$ cat src/pcft_pkg.sv
package pcft_pkg;
  // ----------------------------------------------------------------
  // Timing
  // ----------------------------------------------------------------
  localparam int unsigned CLK_PERIOD_NS = 10;
  localparam int unsigned PER_1K_NS = 1000000;
  localparam int unsigned PER_200_NS = 5000000;
  localparam int unsigned PER_10_NS = 100000000;
  localparam int unsigned PER_4_NS = 250000000;
  localparam int unsigned HALF_1K = PER_1K_NS / (2 * CLK_PERIOD_NS);
  localparam int unsigned HALF_200 = PER_200_NS / (2 * CLK_PERIOD_NS);
  localparam int unsigned HALF_10 = PER_10_NS / (2 * CLK_PERIOD_NS);
  localparam int unsigned HALF_4 = PER_4_NS / (2 * CLK_PERIOD_NS);
  // ----------------------------------------------------------------
  // Pulse indices and select encoding
  // ----------------------------------------------------------------
  localparam int unsigned NUM_PULSES = 4;
  localparam logic [1:0] IDX_1K = 2'h0;
  localparam logic [1:0] IDX_200 = 2'h1;
  localparam logic [1:0] IDX_10 = 2'h2;
  localparam logic [1:0] IDX_4 = 2'h3;
  localparam logic [1:0] SEL_1K = 2'h3;
  localparam logic [1:0] SEL_200 = 2'h2;
  localparam logic [1:0] SEL_4 = 2'h1;
  localparam logic [1:0] SEL_10 = 2'h0;
  // ----------------------------------------------------------------
  // Status carrier
  // ----------------------------------------------------------------
  typedef struct packed {
    logic carry_event_flag;
    logic ce_pending;
  } pcft_status_t;
endpackage : pcft_pkg

$ cat src/pcft_top.sv
`timescale 1ns/100ps
`default_nettype none
module pcft_top #(
  parameter int unsigned HALF_1K = pcft_pkg::HALF_1K,
  parameter int unsigned HALF_200 = pcft_pkg::HALF_200,
  parameter int unsigned HALF_10 = pcft_pkg::HALF_10,
  parameter int unsigned HALF_4 = pcft_pkg::HALF_4
) (
  // Clock and reset
  input wire logic core_clk,
  input wire logic rstn,
  // Interval select
  input wire logic carry_interval_sel_hi,
  input wire logic carry_interval_sel_lo,
  // Flag read
  input wire logic register_read_instruction,
  output logic read_valid,
  output logic read_data,
  // Chip enable
  input wire logic ce_pin,
  output logic ce_reset,
  // Status
  output pcft_pkg::pcft_status_t status
);
  // ----------------------------------------------------------------
  // Reset release
  // ----------------------------------------------------------------
  logic rst_meta;
  logic rst_n;
  always_ff @(posedge core_clk or negedge rstn) begin
    if (!rstn) begin
      rst_meta <= 1'b0;
      rst_n <= 1'b0;
    end else begin
      rst_meta <= 1'b1;
      rst_n <= rst_meta;
    end
  end

  // ----------------------------------------------------------------
  // Interval pulses
  // ----------------------------------------------------------------
  localparam int unsigned HALVES [pcft_pkg::NUM_PULSES] = '{HALF_1K, HALF_200, HALF_10, HALF_4};
  logic [pcft_pkg::NUM_PULSES-1:0] pulses;

  for (genvar i = 0; i < pcft_pkg::NUM_PULSES; i++) begin : g_div
    pcft_divider #(.HALF(HALVES[i])) u_div (
      .core_clk(core_clk),
      .rst_n(rst_n),
      .pulse(pulses[i])
    );
  end

  function automatic logic [1:0] sel_index(input logic [1:0] sel);
    logic [1:0] idx;
    idx = pcft_pkg::IDX_10;
    unique case (sel)
      pcft_pkg::SEL_1K: idx = pcft_pkg::IDX_1K;
      pcft_pkg::SEL_200: idx = pcft_pkg::IDX_200;
      pcft_pkg::SEL_4: idx = pcft_pkg::IDX_4;
      pcft_pkg::SEL_10: idx = pcft_pkg::IDX_10;
    endcase
    return idx;
  endfunction : sel_index

  logic [1:0] sel;
  logic sel_pulse;
  assign sel = {carry_interval_sel_hi, carry_interval_sel_lo};
  assign sel_pulse = pulses[sel_index(sel)];

  // ----------------------------------------------------------------
  // Carry flag and chip-enable reset
  // ----------------------------------------------------------------
  logic sel_pulse_q;
  logic ce_q;
  logic armed;
  logic flag;
  logic pending;
  logic next_sel_pulse_q;
  logic next_ce_q;
  logic next_armed;
  logic next_flag;
  logic next_pending;
  logic next_read_valid;
  logic next_read_data;
  logic next_ce_reset;
  logic rise;
  logic ce_rise;
  logic ce_fire;

  // Rise compares against the previously observed level, so a switch from a low pulse to a high one counts as a rise
  assign rise = sel_pulse & ~sel_pulse_q;
  assign ce_rise = ce_pin & ~ce_q;
  assign ce_fire = rise & pending & ~register_read_instruction;

  always_comb begin
    next_sel_pulse_q = sel_pulse;
    next_ce_q = ce_pin;
    next_armed = armed | register_read_instruction | ce_fire;
    next_read_valid = register_read_instruction;
    next_read_data = register_read_instruction ? flag : read_data;
    next_ce_reset = ce_fire;
    next_flag = flag;
    if (register_read_instruction) begin
      next_flag = 1'b0;
    end
    if (rise && armed) begin
      next_flag = 1'b1;
    end
    if (ce_fire) begin
      next_flag = 1'b1;
    end
    next_pending = pending;
    if (ce_fire) begin
      next_pending = 1'b0;
    end
    if (ce_rise) begin
      next_pending = 1'b1;
    end
  end

  always_ff @(posedge core_clk or negedge rst_n) begin
    if (!rst_n) begin
      sel_pulse_q <= 1'b0;
      ce_q <= 1'b0;
      armed <= 1'b0;
      flag <= 1'b0;
      pending <= 1'b0;
      read_valid <= 1'b0;
      read_data <= 1'b0;
      ce_reset <= 1'b0;
    end else begin
      sel_pulse_q <= next_sel_pulse_q;
      ce_q <= next_ce_q;
      armed <= next_armed;
      flag <= next_flag;
      pending <= next_pending;
      read_valid <= next_read_valid;
      read_data <= next_read_data;
      ce_reset <= next_ce_reset;
    end
  end

  assign status = '{carry_event_flag: flag, ce_pending: pending};
endmodule : pcft_top
`default_nettype wire

$ cat src/pcft_divider.sv
`timescale 1ns/100ps
`default_nettype none
module pcft_divider #(
  parameter int unsigned HALF = 500
) (
  // Clock and reset
  input wire logic core_clk,
  input wire logic rst_n,
  // Square wave out
  output logic pulse
);
  localparam int W = $clog2(HALF + 1);
  logic [W-1:0] cnt;
  logic [W-1:0] next_cnt;
  logic next_pulse;

  // Free-running half-period counter; only rst_n can restart it
  always_comb begin
    next_cnt = cnt + W'(1);
    next_pulse = pulse;
    if (cnt == W'(HALF - 1)) begin
      next_cnt = '0;
      next_pulse = ~pulse;
    end
  end

  always_ff @(posedge core_clk or negedge rst_n) begin
    if (!rst_n) begin
      cnt <= '0;
      pulse <= 1'b0;
    end else begin
      cnt <= next_cnt;
      pulse <= next_pulse;
    end
  end
endmodule : pcft_divider
`default_nettype wire

$ cat config.mk
export PLATFORM = sky130hd
export DESIGN_NAME = pcft_top
export DESIGN_NICKNAME = d
export VERILOG_FILES = /design/src/pcft_pkg.sv /design/src/pcft_top.sv /design/src/pcft_divider.sv
export SDC_FILE = /design/constraint.sdc
export NUM_CORES = 1
export LEC_CHECK = 0
export BUFFER_PORTS_ARGS = -buffer_cell sky130_fd_sc_hd__buf_2
export CAP_MARGIN = 25
export CORE_AREA = 2 2 125 127
export DETAILED_ROUTE_END_ITERATION = 16
export DIE_AREA = 0 0 127 129
export HOLD_SLACK_MARGIN = 0.08
export PLACE_DENSITY = 0.46
export SYNTH_ARGS = -nofsm -noshare
export SYNTH_HDL_FRONTEND = slang
export SYNTH_SLANG_ARGS = --single-unit
$ cat constraint.sdc
create_clock -name core_clk -period 2.6 [get_ports core_clk]
set_input_delay 0.39 -clock core_clk [delete_from_list [all_inputs] [get_ports core_clk]]
set_output_delay 0.39 -clock core_clk [all_outputs]
set_load 0.05 [all_outputs]
==> results.md <==
- Worst-Margin Slew: 644 ps
- Count of state elements after synthesis: 95
- Endpoint class of the critical path: flop
- # setup viols final: 0
- Setup ws final: 661 ps
- I/O pin count: 11
- Root Driver: clkbuf_16
- Critical Path RT: 2860 ps
- Synth Area in XOR/XNOR: 0.115
- Pwr/cell area: 550 nW/um^2
- Final Hold Viols: 0
- Worst R2R Path Depth: 4
- Placer Congestion: 0.786
- Adder-cell share of the synthesized area: 0.0199
- Initial antenna violation count: 0
- I/O Buffers: 10
- Status: completed
- Area Growth Syn to Fin: 13.0%
- Pins Over Slew Limit: 0
- CTS sink cnt: 95
- Vias in the first global route: 3001
- Largest net degree at the start of global routing: 56
- Share of layout cells above drive strength 1: 0.0816
- Setup Fix Bufs, Post-CTS: 0
- WHS Path Cells: 1
- Drt drc: 0
- Post-synth cell types: 37
- Die extent in y: 129 um
- RSZ-0062 raised after global routing: false
- Mapped Cells: 418
- WS Path Type: flop to flop
- Routed WL: 8400 um
- Starting DRT DRC Count: 219
- TNS Setup: 0 ps
- Routed WL per cell: 13.4 um
- Compound-gate portion of the synthesized area: 0.0508
- Largest family of logic cells by synthesized area: simple AND/OR/NAND/NOR gates
- TritonCTS Buffers: 9
- Max VDD drop: 303 uV
- Mapped Area: 4410 um^2
- Seq/Total Area, Yosys: 0.539
- Synth Flop Type: dfrtp_1
- Clk_skew: 8.62 ps
- Hold_sp: ce_pin
- CTS tree: built
- DRT met1 WL: 4390 um
- Register area: 2380 um^2
- Max cap viols: 0
- Fillers: 1495
- YS warnings: 0
- WHS Endpoint: ce_q
- Post-synthesis simple-gate area fraction: 0.230
- Reg2reg setup slack: 660 ps
- Die X: 127 um
- Period minus WS final: 1940 ps
- Clock latency on the worst-skew pair: 340 ps
- Dpl hpwl: 5790 um
- Reg-to-reg startpoint: g_div[3].u_div.cnt[2]
- H-tree levels: 3
- Area taken by multi-input logic gates: 1930 um^2
- DR top layer: met4
- Syn Nets: 431
- CP Max Fanout: 14
- Leak: 0.00230 uW
- Synthesized area per cell: 10.5 um^2
- Fmax achieved: 516 MHz
- Initial Utilization: 0.294
- Slew margin rel.: 0.569
- Overall Global Routing Usage: 0.113
- Mux share of post-synthesis cell area: 0.0210
- Startpoint types: flop
- Total power: 2740 uW
- DR WL met3: 193 um
- Hold Path Class: primary input to flop
- Post-route ant nets: 0
- Arr. time, crit path: 2200 ps
- Final period utilization: 0.746
- Post-place setup slack: 579 ps
- Clock transition at the registers of the reported paths: 70 ps
- Routed via count: 3027
- Mean number of vias per cell: 4.81
- Core Box Area: 15000 um^2
- Gr ovfl total: 0
- Core Rows: 45
- Diodes inserted: 0
- FFs w/ async S/R, synth: 1.00
- Router iterations before antenna repair: 4
- DIE AREA: 16400 um^2
- Global-route wire length before repair: 14700 um
- Final #Nets: 450
- EDFF count, synth: 0
- Worst reg2reg endpoint: g_div[3].u_div.cnt[23]
- Clock Tree Buf Depth: 2
- WL met2: 3680 um
## registers in the layout, indices dropped and copies added (netlist names)
register and cells:
armed 1, rst_meta 1, sel_pulse_q 1, pending 1, g_div.u_div.cnt 81, read_valid 1
rst_n 1, ce_q 1, flag 1, ce_reset 1, g_div.u_div.pulse 4, read_data 1
## cell usage in the layout (no fill, tap or decap), types with 12 or more instances in the layout
| cell type | count |
|---|---|
| nand2_1 | 25 |
| dfrtp_1 | 94 |
| and3_1 | 12 |
| xor2_1 | 31 |
| nor2_1 | 45 |
| nand4_1 | 23 |
| xnor2_1 | 27 |
| nand3_1 | 30 |
| a21oi_1 | 13 |
| inv_1 | 13 |
## metrics by stage
step / hold slack [ps] / instances / utilization / instance area (um^2)
2_1_floorplan: 94.4 / 418 / - / 4410
3_3_place_gp: 175 / 613 / 0.314 / 4700
3_5_place_dp: 178 / 613 / 0.314 / 4700
4_1_cts: 187 / 629 / 0.332 / 4980
5_1_grt: 185 / 629 / 0.332 / 4980
6_report: 207 / 629 / 0.332 / 4980
## cells in the mapped netlist, drive strengths merged, types with 5 or more instances
master / count / area, um^2
dfrtp: 95 / 2380
nor2: 45 / 169
xor2: 31 / 272
nand3: 30 / 150
xnor2: 27 / 236
nand2: 25 / 93.8
nand4: 24 / 156
a21oi: 13 / 65.1
inv: 13 / 48.8
and3: 12 / 75.1
o21ai: 11 / 55.1
o31ai: 8 / 60.1
or3: 8 / 50.1
ha: 7 / 87.6
mux2i: 7 / 70.1
nor3: 7 / 35.0
nor4b: 7 / 61.3
and2: 6 / 37.5
and4: 6 / 52.6
nor4: 6 / 37.5
or4: 6 / 45.0
buf: 5 / 36.3
## final cells by class
class / count / area share
Multi-Input combinational cell: 301 / 0.388
Inverter: 13 / 0.00980
Clock buffer: 11 / 0.0487
Clock inverter: 4 / 0.00477
Timing Repair Buffer: 17 / 0.0236
Sequential cell: 95 / 0.478
Tap cell: 188 / 0.0472
## logic make-up (layout without fill, tap and decap cells)
kind of cell,count (synthesis),after routing
AO/OA/AOI/OAI,37,37
XOR/XNOR,58,58
adder cells (fa/ha/maj),7,7
buffers and inverters,22,45
flip-flops,95,95
multiplexers,9,9
other,1,1
AND/OR/NAND/NOR,189,189
## worst max-delay path: stages, from the launching register on
cell     delay (ps)
dfrtp_1         420
nand3_1         150
or3_1           570
or4_1           540
a21oi_1         170
## routing by layer
| layer | GRT usage | vias to the layer above |
|---|---|---|
| met5 | 0 | - |
| met4 | 0.0562 | 0 |
| met3 | 0.0245 | 10 |
| met2 | 0.171 | 35 |
| met1 | 0.153 | 1470 |
| li1 | - | 1512 |
## worst max-delay path by stage
stage,from,slack (ps),endpoint,cells after the start
floorplan,g_div[3].u_div.cnt[16],840,g_div[3].u_div.cnt[10],5
global placement,carry_interval_sel_hi,650,flag,7
detailed placement,carry_interval_sel_hi,580,flag,7
CTS,g_div[3].u_div.cnt[2],650,g_div[3].u_div.cnt[23],4
global route,g_div[2].u_div.cnt[7],510,g_div[2].u_div.pulse,5
finish,g_div[3].u_div.cnt[2],660,g_div[3].u_div.cnt[23],4
## power breakdown
| group | switching [uW] | total (uW) | internal, uW |
|---|---|---|---|
| Clock | 538 | 1200 | 666 |
| Combinational | 27.7 | 39.2 | 11.5 |
| Sequential | 12.6 | 1490 | 1480 |
## what timing repair did
item | in CTS | in global routing
resized for setup | 0 | 0
hold buffers | 1 | 0
endpoints found under the hold margin | 2 | 0
Note: power is estimated with default switching activity, not from simulation.
